$ cat src/hw/acc_regs.svh
// Purpose: Register offsets, field positions and timing counts for the
//          converter channel and conversion control block.
// Assumes: APB byte addresses, one 32-bit word per register.
// Notes:   Only the low eight bits of CTRL, six of SEL and three of TRIG are implemented.
`ifndef ACC_REGS_SVH
`define ACC_REGS_SVH

// ----------------------------------------------------------------------
// Register byte addresses
// ----------------------------------------------------------------------
`define ACC_OFF_CTRL 12'h018
`define ACC_OFF_SEL 12'h01c
`define ACC_OFF_TRIG 12'h00c

// ----------------------------------------------------------------------
// Control register fields
// ----------------------------------------------------------------------
`define ACC_B_EN 7
`define ACC_B_START 6
`define ACC_B_AUTO 5
`define ACC_B_DONE 4
`define ACC_B_IE 3
`define ACC_CTRL_RST 8'h00

// ----------------------------------------------------------------------
// Selection code landmarks
// ----------------------------------------------------------------------
`define ACC_SEL_GND 6'h20
`define ACC_SEL_VREF 6'h21
`define ACC_SEL_TEMP 6'h22
`define ACC_TRIG_FREE 3'h0

// ----------------------------------------------------------------------
// Conversion lengths in converter clocks
// ----------------------------------------------------------------------
`define ACC_CONV_FIRST 5'h19
`define ACC_CONV_NORM 5'h0d

`endif

$ cat src/hw/acc_pkg.sv
// Purpose: Types for the converter control block.
// Assumes: Constants live in acc_regs.svh.
// Notes:   One-hot state codes are written out.
package acc_pkg;

   // Converter sequencing states
   typedef enum logic [2:0] {
      ACC_IDLE = 3'h1,
      ACC_CONV = 3'h2,
      ACC_DONE = 3'h4
   } acc_state_e;

   // Kind of analog selection driven to the front end
   typedef enum logic [1:0] {
      ACC_K_SINGLE = 2'h0,
      ACC_K_DIFF = 2'h1,
      ACC_K_CAL = 2'h2,
      ACC_K_INT = 2'h3
   } acc_kind_e;

   // Whole state of the block
   typedef struct packed {
      acc_state_e st;
      logic en;
      logic auto_en;
      logic done;
      logic ie;
      logic [2:0] div_sel;
      logic [5:0] sel_sw;
      logic [5:0] sel_act;
      logic [2:0] trig_src;
      logic first;
      logic [6:0] pre_cnt;
      logic [4:0] cyc_cnt;
      logic [2:0] trig_sync;
      logic trig_prev;
      logic start_conv;
      logic [31:0] prdata;
      logic pready;
      logic irq;
      logic [3:0] pos_in;
      logic [3:0] neg_in;
      logic gain20;
      acc_kind_e kind;
   } acc_state_s;

endpackage

$ cat src/hw/acc_ctrl.sv
// Purpose: Channel decode and conversion sequencing for the converter.
// Assumes: APB master; trigger input from another domain; one clock.
// Notes:   Result formatting and reference selection live elsewhere.
//
// Register access over APB was decided locally.
`timescale 1ns/1ps
`include "acc_regs.svh"

module acc_ctrl (
   input wire logic clk_sys,
   input wire logic arst_n,
   input wire logic psel,
   input wire logic penable,
   input wire logic pwrite,
   input wire logic [11:0] paddr,
   input wire logic [31:0] pwdata,
   output logic [31:0] prdata,
   output logic pready,
   output logic pslverr,
   input wire logic trigger_in,
   input wire logic global_irq_enable,
   input wire logic irq_vector_ack,
   output logic conv_irq,
   output logic converter_enable,
   output logic conv_start,
   output logic [3:0] pos_input,
   output logic [3:0] neg_input,
   output logic gain_twenty,
   output logic [1:0] input_kind
);

   // --------------------------------------------------------------------
   // State
   // --------------------------------------------------------------------
   acc_pkg::acc_state_s s_r; // Registered state
   acc_pkg::acc_state_s s_nxt; // Next state
   logic wr_acc; // APB write access phase
   logic rd_acc; // APB read access phase
   logic tick; // Converter clock enable
   logic [6:0] div_top; // Prescaler terminal count
   logic trig_rise; // Filtered trigger edge
   logic [7:0] ctrl_view; // Control register as read
   logic [5:0] c; // Code being decoded

   // The access phase is taken once; the cycle that shows pready is
   // masked so that a held request cannot act twice. Only the bus
   // decode is masked, so the sequencer, the prescaler and the vector
   // clear keep running while the bus answers.
   assign wr_acc = psel & penable & pwrite & ~s_r.pready;
   assign rd_acc = psel & penable & ~pwrite & ~s_r.pready;

   // --------------------------------------------------------------------
   // Prescaler terminal count
   // --------------------------------------------------------------------
   // Codes 0 and 1 both divide by two
   always_comb begin
      case (s_r.div_sel)
         3'h0, 3'h1: div_top = 7'h01;
         3'h2: div_top = 7'h03;
         3'h3: div_top = 7'h07;
         3'h4: div_top = 7'h0f;
         3'h5: div_top = 7'h1f;
         3'h6: div_top = 7'h3f;
         default: div_top = 7'h7f;
      endcase
   end

   assign tick = (s_r.pre_cnt == div_top);
   // Stages two and three must agree before an edge counts
   assign trig_rise = (s_r.trig_sync[2] == s_r.trig_sync[1]) &
                      s_r.trig_sync[1] & ~s_r.trig_prev;
   assign ctrl_view = {s_r.en, s_r.st != acc_pkg::ACC_IDLE, s_r.auto_en,
                       s_r.done, s_r.ie, s_r.div_sel};

   // --------------------------------------------------------------------
   // Next state
   // --------------------------------------------------------------------
   always_comb begin
      s_nxt = s_r;
      c = 6'h00;
      s_nxt.pready = 1'b0;
      s_nxt.start_conv = 1'b0;
      s_nxt.trig_sync = {s_r.trig_sync[1:0], trigger_in};
      // Filtered level tracks only when the late stages agree
      if (s_r.trig_sync[2] == s_r.trig_sync[1]) begin
         s_nxt.trig_prev = s_r.trig_sync[1];
      end
      // Prescaler free-runs only while enabled, saving power when off
      if (!s_r.en || tick) begin
         s_nxt.pre_cnt = 7'h00;
      end else begin
         s_nxt.pre_cnt = s_r.pre_cnt + 7'h01;
      end

      // Sequencer
      case (s_r.st)
         acc_pkg::ACC_IDLE: begin
            // Free mode ignores edges, so a code switch makes no event
            if (s_r.en && s_r.auto_en && trig_rise &&
                s_r.trig_src != `ACC_TRIG_FREE) begin
               s_nxt.st = acc_pkg::ACC_CONV;
               s_nxt.start_conv = 1'b1;
               s_nxt.cyc_cnt = 5'h00;
               s_nxt.sel_act = s_r.sel_sw;
            end
         end
         acc_pkg::ACC_CONV: begin
            if (tick) begin
               s_nxt.cyc_cnt = s_r.cyc_cnt + 5'h01;
               if (s_r.cyc_cnt + 5'h01 == (s_r.first ? `ACC_CONV_FIRST
                                                     : `ACC_CONV_NORM)) begin
                  s_nxt.st = acc_pkg::ACC_DONE;
                  s_nxt.first = 1'b0;
               end
            end
         end
         acc_pkg::ACC_DONE: begin
            s_nxt.done = 1'b1;
            s_nxt.sel_act = s_r.sel_sw;
            if (s_r.auto_en && s_r.trig_src == `ACC_TRIG_FREE) begin
               s_nxt.st = acc_pkg::ACC_CONV;
               s_nxt.start_conv = 1'b1;
               s_nxt.cyc_cnt = 5'h00;
            end else begin
               s_nxt.st = acc_pkg::ACC_IDLE;
            end
         end
         default: s_nxt.st = acc_pkg::ACC_IDLE;
      endcase

      // Vector taken clears the flag; set in the same cycle still wins
      if (irq_vector_ack && s_r.st != acc_pkg::ACC_DONE) begin
         s_nxt.done = 1'b0;
      end

      // Register writes
      if (wr_acc) begin
         s_nxt.pready = 1'b1;
         if (paddr == `ACC_OFF_CTRL) begin
            s_nxt.en = pwdata[`ACC_B_EN];
            s_nxt.auto_en = pwdata[`ACC_B_AUTO];
            s_nxt.ie = pwdata[`ACC_B_IE];
            s_nxt.div_sel = pwdata[2:0];
            // Write-one clears; a completing conversion keeps it set
            if (pwdata[`ACC_B_DONE] && s_r.st != acc_pkg::ACC_DONE) begin
               s_nxt.done = 1'b0;
            end
            if (!pwdata[`ACC_B_EN]) begin
               s_nxt.st = acc_pkg::ACC_IDLE;
               // A trigger start in this same cycle is dropped too
               s_nxt.start_conv = 1'b0;
               s_nxt.first = 1'b1;
               s_nxt.pre_cnt = 7'h00;
            end else if (!s_r.en) begin
               s_nxt.first = 1'b1;
            end
            // Zero on the start bit is ignored
            if (pwdata[`ACC_B_EN] && pwdata[`ACC_B_START] &&
                s_r.st == acc_pkg::ACC_IDLE) begin
               s_nxt.st = acc_pkg::ACC_CONV;
               s_nxt.start_conv = 1'b1;
               s_nxt.cyc_cnt = 5'h00;
               s_nxt.sel_act = s_r.sel_sw;
               s_nxt.pre_cnt = 7'h00;
            end
         end else if (paddr == `ACC_OFF_SEL) begin
            s_nxt.sel_sw = pwdata[5:0];
            // Idle converter takes the new selection at once
            if (s_r.st == acc_pkg::ACC_IDLE) begin
               s_nxt.sel_act = pwdata[5:0];
            end
         end else if (paddr == `ACC_OFF_TRIG) begin
            s_nxt.trig_src = pwdata[2:0];
         end
      end

      // Register reads
      if (rd_acc) begin
         s_nxt.pready = 1'b1;
         if (paddr == `ACC_OFF_CTRL) begin
            s_nxt.prdata = {24'h000000, ctrl_view};
         end else if (paddr == `ACC_OFF_SEL) begin
            s_nxt.prdata = {26'h0000000, s_r.sel_sw};
         end else if (paddr == `ACC_OFF_TRIG) begin
            s_nxt.prdata = {29'h00000000, s_r.trig_src};
         end else begin
            s_nxt.prdata = 32'h00000000;
         end
      end
      s_nxt.irq = s_nxt.done & s_nxt.ie & global_irq_enable;

      // Channel decode of the active selection
      c = s_nxt.sel_act;
      s_nxt.gain20 = 1'b0;
      s_nxt.pos_in = {1'b0, c[2:0]};
      s_nxt.neg_in = {1'b0, c[2:0]};
      s_nxt.kind = acc_pkg::ACC_K_SINGLE;
      if (c[5:3] == 3'h0) begin
         s_nxt.kind = acc_pkg::ACC_K_SINGLE;
      end else if (c == `ACC_SEL_GND || c == `ACC_SEL_VREF ||
                   c == `ACC_SEL_TEMP) begin
         s_nxt.kind = acc_pkg::ACC_K_INT;
         s_nxt.pos_in = {2'h2, c[1:0]};
         s_nxt.neg_in = {2'h2, c[1:0]};
      end else if (c[5:3] == 3'h4) begin
         // Codes 100011 give input 0, 10010x input 3, 10011x input 7
         s_nxt.kind = acc_pkg::ACC_K_CAL;
         s_nxt.gain20 = c[0] | (c[2:1] == 2'h1);
         case (c[2:1])
            2'h1: s_nxt.pos_in = 4'h0;
            2'h2: s_nxt.pos_in = 4'h3;
            default: s_nxt.pos_in = 4'h7;
         endcase
         s_nxt.neg_in = s_nxt.pos_in;
      end else begin
         s_nxt.kind = acc_pkg::ACC_K_DIFF;
         s_nxt.gain20 = c[0];
         // Normal pair table indexed by code bits 4:1
         case ({1'b0, c[4:1]})
            5'h04: {s_nxt.pos_in, s_nxt.neg_in} = 8'h01;
            5'h05: {s_nxt.pos_in, s_nxt.neg_in} = 8'h03;
            5'h06: {s_nxt.pos_in, s_nxt.neg_in} = 8'h12;
            5'h07: {s_nxt.pos_in, s_nxt.neg_in} = 8'h13;
            5'h08: {s_nxt.pos_in, s_nxt.neg_in} = 8'h23;
            5'h09: {s_nxt.pos_in, s_nxt.neg_in} = 8'h34;
            5'h0a: {s_nxt.pos_in, s_nxt.neg_in} = 8'h35;
            5'h0b: {s_nxt.pos_in, s_nxt.neg_in} = 8'h36;
            5'h0c: {s_nxt.pos_in, s_nxt.neg_in} = 8'h37;
            5'h0d: {s_nxt.pos_in, s_nxt.neg_in} = 8'h45;
            5'h0e: {s_nxt.pos_in, s_nxt.neg_in} = 8'h56;
            default: {s_nxt.pos_in, s_nxt.neg_in} = 8'h67;
         endcase
         // Reversed codes swap the two sides
         if (c[5]) begin
            {s_nxt.pos_in, s_nxt.neg_in} = {s_nxt.neg_in, s_nxt.pos_in};
         end
      end
   end

   // --------------------------------------------------------------------
   // State register
   // --------------------------------------------------------------------
   always_ff @(posedge clk_sys or negedge arst_n) begin
      if (!arst_n) begin
         s_r <= '0;
         s_r.st <= acc_pkg::ACC_IDLE;
         s_r.first <= 1'b1;
      end else begin
         s_r <= s_nxt;
      end
   end

   assign prdata = s_r.prdata;
   assign pready = s_r.pready;
   assign pslverr = 1'b0;
   assign conv_irq = s_r.irq;
   assign converter_enable = s_r.en;
   assign conv_start = s_r.start_conv;
   assign pos_input = s_r.pos_in;
   assign neg_input = s_r.neg_in;
   assign gain_twenty = s_r.gain20;
   assign input_kind = s_r.kind;

   // --------------------------------------------------------------------
   // Checks
   // --------------------------------------------------------------------
   a_irq_gating: assert property (@(posedge clk_sys) disable iff (!arst_n)
      conv_irq |-> s_r.done && s_r.ie) else $error("irq without cause");
   a_disable_abort: assert property (@(posedge clk_sys) disable iff (!arst_n)
      !s_r.en |-> s_r.st == acc_pkg::ACC_IDLE) else $error("busy while off");
   a_done_sets: assert property (@(posedge clk_sys) disable iff (!arst_n)
      s_r.st == acc_pkg::ACC_DONE |=> s_r.done) else $error("flag not set");
   a_cal_same: assert property (@(posedge clk_sys) disable iff (!arst_n)
      input_kind == acc_pkg::ACC_K_CAL |-> pos_input == neg_input)
      else $error("cal sides differ");
   a_gain_bit: assert property (@(posedge clk_sys) disable iff (!arst_n)
      input_kind == acc_pkg::ACC_K_DIFF |-> gain_twenty == s_r.sel_act[0])
      else $error("gain mismatch");
   a_single_map: assert property (@(posedge clk_sys) disable iff (!arst_n)
      s_r.sel_act[5:3] == 3'h0 |-> pos_input == {1'b0, s_r.sel_act[2:0]})
      else $error("single map");
   a_free_restart: assert property (@(posedge clk_sys) disable iff (!arst_n)
      s_r.st == acc_pkg::ACC_DONE && s_r.auto_en && !s_r.pready &&
      s_r.trig_src == `ACC_TRIG_FREE |=> conv_start)
      else $error("no restart");
   a_start_conv: assert property (@(posedge clk_sys) disable iff (!arst_n)
      conv_start |-> s_r.st == acc_pkg::ACC_CONV && s_r.cyc_cnt == 5'h00)
      else $error("start w/o conv");

   // --------------------------------------------------------------------
   // Sequencing and decode checks
   // --------------------------------------------------------------------
   // Any pair code, normal or reversed, decodes as a pair
   a_pair_kind: assert property (@(posedge clk_sys) disable iff (!arst_n)
      s_r.sel_act[5:3] != 3'h0 && s_r.sel_act[5:3] != 3'h4 |->
      input_kind == acc_pkg::ACC_K_DIFF) else $error("pair kind");
   // The five codes above the internal ones are calibration only
   a_cal_kind: assert property (@(posedge clk_sys) disable iff (!arst_n)
      s_r.sel_act[5:3] == 3'h4 && s_r.sel_act[2:0] > 3'h2 |->
      input_kind == acc_pkg::ACC_K_CAL) else $error("cal kind");
   // Calibration is offered on three inputs only
   a_cal_inputs: assert property (@(posedge clk_sys) disable iff (!arst_n)
      input_kind == acc_pkg::ACC_K_CAL |->
      pos_input == 4'h0 || pos_input == 4'h3 || pos_input == 4'h7)
      else $error("cal input");
   // The tick counter never runs past the length of this conversion
   a_conv_len: assert property (@(posedge clk_sys) disable iff (!arst_n)
      s_r.st == acc_pkg::ACC_CONV |->
      s_r.cyc_cnt < (s_r.first ? `ACC_CONV_FIRST : `ACC_CONV_NORM))
      else $error("conv too long");
   // Turning the converter on arms the long first conversion
   a_en_first: assert property (@(posedge clk_sys) disable iff (!arst_n)
      wr_acc && paddr == `ACC_OFF_CTRL && pwdata[`ACC_B_EN] && !s_r.en
      |=> s_r.first) else $error("first not armed");
   // The smallest divider is two, so ticks never come back to back
   a_tick_alt: assert property (@(posedge clk_sys) disable iff (!arst_n)
      tick |=> !tick) else $error("tick too fast");
   // Vector taken outside the completing cycle leaves the flag clear
   a_vec_clear: assert property (@(posedge clk_sys) disable iff (!arst_n)
      irq_vector_ack && s_r.st != acc_pkg::ACC_DONE |=> !s_r.done)
      else $error("flag kept");
   // A qualified trigger edge while idle starts a conversion
   a_auto_start: assert property (@(posedge clk_sys) disable iff (!arst_n)
      s_r.st == acc_pkg::ACC_IDLE && s_r.en && s_r.auto_en && trig_rise &&
      s_r.trig_src != `ACC_TRIG_FREE && !wr_acc |=> conv_start)
      else $error("trigger lost");
   // Free mode never starts on its own from idle, flag set or not
   a_free_quiet: assert property (@(posedge clk_sys) disable iff (!arst_n)
      s_r.st == acc_pkg::ACC_IDLE && s_r.trig_src == `ACC_TRIG_FREE &&
      !wr_acc |=> !conv_start) else $error("free mode event");
   // The selection used by a running conversion does not move
   a_sel_hold: assert property (@(posedge clk_sys) disable iff (!arst_n)
      s_r.st == acc_pkg::ACC_CONV |=> $stable(s_r.sel_act))
      else $error("selection moved");

endmodule

$ cat config.mk
export PLATFORM = sky130hd
export DESIGN_NAME = acc_ctrl
export DESIGN_NICKNAME = d
export VERILOG_FILES = /design/src/hw/acc_pkg.sv /design/src/hw/acc_ctrl.sv
export VERILOG_INCLUDE_DIRS = /design/src /design/src/hw
export SDC_FILE = /design/constraint.sdc
export NUM_CORES = 1
export LEC_CHECK = 0
export ABC_CLOCK_PERIOD_IN_PS = 4400
export BUFFER_PORTS_ARGS = -buffer_cell sky130_fd_sc_hd__buf_2
export CORE_MARGIN = 3
export CORE_UTILIZATION = 50
export DETAILED_ROUTE_END_ITERATION = 8
export GPL_TIMING_DRIVEN = 1
export PLACE_DENSITY = 0.77
export SYNTH_ARGS = -nofsm -noshare
export SYNTH_HDL_FRONTEND = slang
export SYNTH_SLANG_ARGS = --single-unit
$ cat constraint.sdc
create_clock -name clk_sys -period 4.4 [get_ports clk_sys]
set_input_delay 0.88 -clock clk_sys [delete_from_list [all_inputs] [get_ports clk_sys]]
set_output_delay 0.88 -clock clk_sys [all_outputs]
set_load 0.01 [all_outputs]
== Word level (Yosys, flattened, before mapping) ==
Memory sizes are Yosys's and may differ from the RTL's.
Index checks and enable logic that the tools add are counted.

* Logic and storage cells: 140
* RAM bits: 0
* Memories: 1
* Bits in latches: 0
* Register bits after elaboration: 64
* Memory bits (read-only): 96

{| class="wikitable"
|+ Memory list
! memory !! words !! bits a word !! read ports !! clocked after Yosys merged registers in !! wr ports !! RTL line !! source
|-
| (name not given) || 16 || 6 || 1 || 0 || 0 || acc_ctrl.sv:219 || <nowiki>case ({1'b0, c[4:1]})</nowiki>
|}

* Muxes and demuxes: 57
* Multipliers: 0
* Reduce and logical (&&, ||, !) cells: 20
* Add/subtract/negate cells: 2
* Order comparisons: 0
* Bitwise gates (word level): 15
* Div/mod/pow operators: 0
* Eq/ne operators: 23
* Shift operators: 0

{| class="wikitable"
|+ Operators by type and width
! kind !! number
|-
| $pmux W7 S6 || 1
|-
| $mux W38 || 1
|-
| $mux W6 || 6
|-
| $mux W3 || 9
|-
| $eq A12 B5 Y1 const B || 2
|-
| $mux W12 || 2
|-
| $mux W8 || 3
|-
| $mux W5 || 4
|-
| $eq A6 B6 Y1 const B || 3
|-
| $mux W1 || 17
|-
| $eq A3 B3 Y1 const B || 5
|-
| $pmux W5 S3 || 1
|-
| $mux W7 || 2
|-
| $mux W13 || 1
|-
| $eq A12 B4 Y1 const B || 1
|-
| $pmux W6 S2 || 1
|-
| $mux W11 || 1
|-
| $mux W10 || 1
|-
| $and A1 B1 Y1 || 9
|-
| $eq A3 B2 Y1 const B || 3
|-
| $logic_not A3 Y1 || 3
|-
| $mux W9 || 1
|-
| $pmux W3 S3 || 1
|-
| $logic_and A1 B1 Y1 || 8
|-
| 22 further kinds || 31
|}

== Logic depth before layout (Yosys ltp) ==
* Depth after elaboration: 16
* Mapped depth: 13

== Least setup slack after synthesis ==
Ideal clock, no wire load.

* Path type: input to register
* From: input port paddr[10]
* To: register s_r (netlist bit neg_input[1])
* Arrival time: 3527 ps
* Cell stages on the path: 10
* Required time: 4323 ps
* Path slack: 795 ps
* Cells stage by stage: nor4_2 > nand4_1 > nor2_1 > clkbuf_1 > nor3b_1 > a221oi_2 > ha_1 > and4_4 > a2111o_1 > a21oi_1

{| class="wikitable"
|+ RTL lines
! item !! RTL line !! source
|-
| start, declared || acc_ctrl.sv:15 || <nowiki>input wire logic [11:0] paddr,</nowiki>
|-
| end signal, assigned || acc_ctrl.sv:249 || <nowiki>s_r <= s_nxt;</nowiki>
|-
| end, declared || acc_ctrl.sv:35 || <nowiki>acc_pkg::acc_state_s s_r;</nowiki>
|}

==> results.txt <==
----------------------------------------------------
[Clock tree]
  Number of resized instances in the post-cts repair step ... 0
  Hold-fix buffers, CTS ... 0
  CTS clock-pin slew for the worst setup and hold paths ... 70 ps
  Clock latency at the later pin of the worst-skew pair ... around 350 ps
  Number of sinks on the clock net ... 63
  Buffers inserted by post-CTS timing repair ... 0
  Depth of the CTS H-tree ... 3
  Num CTS Buffers ... 9
  Number of buffers on the longest clock path ... 2
  CTS root buffer ... clkbuf_8
  TritonCTS clock tree ... yes

[Floorplanning]
  Floorplan core area ... between 6000 and 7000 um2
  Width of the chip ... roughly 92 um
  Initial standard-cell utilization of the core ... 52.7%
  Area enclosed by the die boundary ... 8390 um2
  Std cell rows ... 30
  # IOs ... 100
  Floorplan die height ... between 90 and 100 um

[STA]
  Setup violators final ... 0
  Worst Setup Slack, final ... around 950 ps
  Final hold vios ... 0
  Clock tree skew after final layout ... 7.28 ps
  Final TNS setup ... 0 ps
  Highest achievable clock rate ... 290 MHz
  Hold Slack ... between 300 and 400 ps
  Unrepaired setup endpoints after global routing ... no
  Share of the clock period used by the worst path after layout ... around four fifths
  Minimum clock period after layout ... around 3400 ps
  Total count of max-transition violations in the final report ... 0
  Measured slew at the worst slew-check pin ... around 680 ps
  Slew HR ... between 50% and 60%

[Synthesis]
  Number of distinct library cells after synthesis ... 66
  Async set-reset flop share out of synthesis ... 100%
  Sequential area share after synthesis ... 43.1%
  Number of enable-type register cells in the synthesized netlist ... 0
  Predominant post-synthesis flop cell ... dfrtp_1
  Post-synthesis cell area ... about 3700 um2
  Post-synthesis cell count ... 370
  Synthesized flop and latch total ... 63
  Yosys warnings ... 0
  Post-synthesis area per instance ... a little under 10 um2

[Worst setup path]
  Setup crit end kind ... flop
  Setup crit start kind ... input pin
  Highest net fanout along the worst path ... 7
  Category of the most critical setup path ... in2reg
  Data required, critical path ... ~4700 ps
  Arr. time, crit path ... ~3700 ps

[Placement]
  Dpl hpwl ... 5.87 mm
  Number of placed instances with taps included ... about 500
  Routability cong. ... 0.950
  Count of buffers inserted at the top-level ports ... 50
  Post-Place Cell Area ... around 3800 um2
  Minimum setup slack after placement ... between 500 and 600 ps

[Global routing]
  Wire length of the first global-routing pass ... 13.1 mm
  Initial antenna violation count ... 0
  GRT Total Usage ... roughly a fifth
  Leftover overflow at the end of global routing ... 0
  Largest net degree at the start of global routing ... 35
  Number of global-route vias before repair ... between 2,000 and 3,000

[Route]
  Vias per std cell ... ~5.6
  Count of unresolved DRC violations after routing ... 0
  Wirelength, routed ... approximately 7.8 mm
  Number of detailed-route iterations in the first pass ... 4
  Vias post-DR ... ~2,900
  Remaining antenna violation count ... 0
  WL/cell ... around 15 um
  Iteration-0 DRC Markers ... around 130

[Layout]
  Total number of nets in the final design ... between 400 and 500
  Highest-count cells in the layout ignoring fill and taps ... 61 x dfrtp_1, 50 x buf_2, 28 x nor2_1, 25 x conb_1, 23 x a21oi_1
  Most frequent standard cell in the layout excluding fill and tap cells ... dfrtp_1
  Post-route insts no fill ... 512
  Area growth, synth to finish ... 9.84%
  Fraction of final layout cells with drive strength greater than 1 ... 26.4%
  Total inserted antenna cells ... 0
  Area of all placed cells without fillers ... between 4000 and 5000 um2
  Utilization of the core after routing ... 57.9%

[Power and ir drop]
  Static leakage ... just under 2 nW
  Total power ... ~1.2 mW
  Maximum vdd ir drop ... between 0.15 and 0.2 mV
  Power Dens Cells ... 290 nW/um2

[Run]
  Max-cap viol count ... 0

[Hold path]
  Hold WC Path Type ... reg2reg

[Run status]
  Result of the run ... finished, final reports clean

----------------------------------------------------
## worst max-delay path, stage by stage
cell and delay (ps):
buf_2 100, nor4_2 370, nand3_1 290, nor4_1 660, a221oi_2 150, buf_4 200
ha_1 340, and4_4 160, a2111o_1 380, a21oi_1 170
## where the power goes
group | internal (mW) | switching (mW) | total [mW]
Clock | 0.306 | 0.220 | 0.527
Combinational | 0.0166 | 0.0395 | 0.0561
Sequential | 0.583 | 0.00222 | 0.585
## final cells by class
type                       count  area (um2)
fill                         614        2920
sequential                    63        1580
tap                           96         120
inverter                      14        55.1
clock inverter                 3        40.0
timing repair buffer          57         303
multi-input combinational    266        1760
clock buffer                  13         169
## worst paths after layout
| path | start | cells after the start | endpoint | slack (ps) |
|---|---|---|---|---|
| worst max-delay path | paddr[9] | 10 | neg_input[1]$_DFF_PN0_ | 950 |
| worst max register to register | s_r[85]$_DFF_PN1_ | 10 | neg_input[1]$_DFF_PN0_ | 1020 |
| max in group asynchronous | arst_n | 2 | s_r[85]$_DFF_PN1_ | 2940 |
| worst min-delay path | s_nxt[48]$_DFF_PN0_ | 0 | s_nxt[49]$_DFF_PN0_ | 350 |
| worst min register to register | s_nxt[48]$_DFF_PN0_ | 0 | s_nxt[49]$_DFF_PN0_ | 350 |
| min in group asynchronous | arst_n | 1 | s_nxt[48]$_DFF_PN0_ | 550 |
## per-layer routing
metal,vias to the layer above,routed length [um],global-route usage (%)
li1,1353,-,-
met3,11,532,5.55
met2,111,3930,31.9
met5,-,0,0
met1,1380,3240,24.8
met4,0,121,7.54
## registers in the layout, indices dropped and copies added, names as in the netlist, 2 cells and up
signal      cells
neg_input       4
prdata          8
s_r            33
pos_input       3
input_kind      2
s_nxt           2
ctrl_view       6
## synth_stat cells (2+ instances only)
cell type | number | area share [%]
or3_1 | 4 | 0.68
nor3_1 | 6 | 0.82
inv_1 | 11 | 1.1
nand4b_1 | 3 | 0.72
xor2_1 | 2 | 0.48
nor2_1 | 28 | 2.9
and3_1 | 4 | 0.68
nor4_1 | 3 | 0.51
o32a_1 | 2 | 0.55
nor3b_1 | 5 | 1.0
o21ai_0 | 21 | 2.9
mux2_2 | 15 | 4.6
o21ai_2 | 3 | 0.72
nand3_1 | 11 | 1.5
dfstp_2 | 2 | 1.4
or2_2 | 2 | 0.34
mux2i_1 | 6 | 1.6
nand2_1 | 21 | 2.2
clkbuf_1 | 5 | 0.51
o22ai_1 | 6 | 1.0
xnor2_1 | 5 | 1.2
a21oi_1 | 23 | 3.1
or3b_2 | 3 | 0.72
buf_4 | 45 | 9.2
and4_1 | 2 | 0.48
nor4_2 | 2 | 0.68
dfrtp_1 | 61 | 42
nand2b_1 | 2 | 0.34
a31oi_1 | 4 | 0.68
nand4_1 | 2 | 0.34
ha_1 | 10 | 3.4
a211oi_1 | 2 | 0.41
o211ai_1 | 2 | 0.41
and2_1 | 2 | 0.34
nor2b_1 | 7 | 1.2
inv_2 | 2 | 0.21
a221oi_2 | 2 | 0.82
a22oi_1 | 6 | 1.2
## cell families (layout without fill, tap and decap cells)
group                    after synthesis  in the layout  share of synthesized area [%]
AND/OR/NAND/NOR                      115            115                           17.3
other                                  1             25                          0.102
AO/OA/AOI/OAI                         88             88                           16.7
adder cells (fa/ha/maj)               10             10                           3.42
buffers and inverters                 65             87                           11.4
flip-flops                            63             63                           43.1
multiplexers                          21             21                           6.25
XOR/XNOR                               7              7                           1.67
Note: power is estimated with default switching activity, not from simulation.
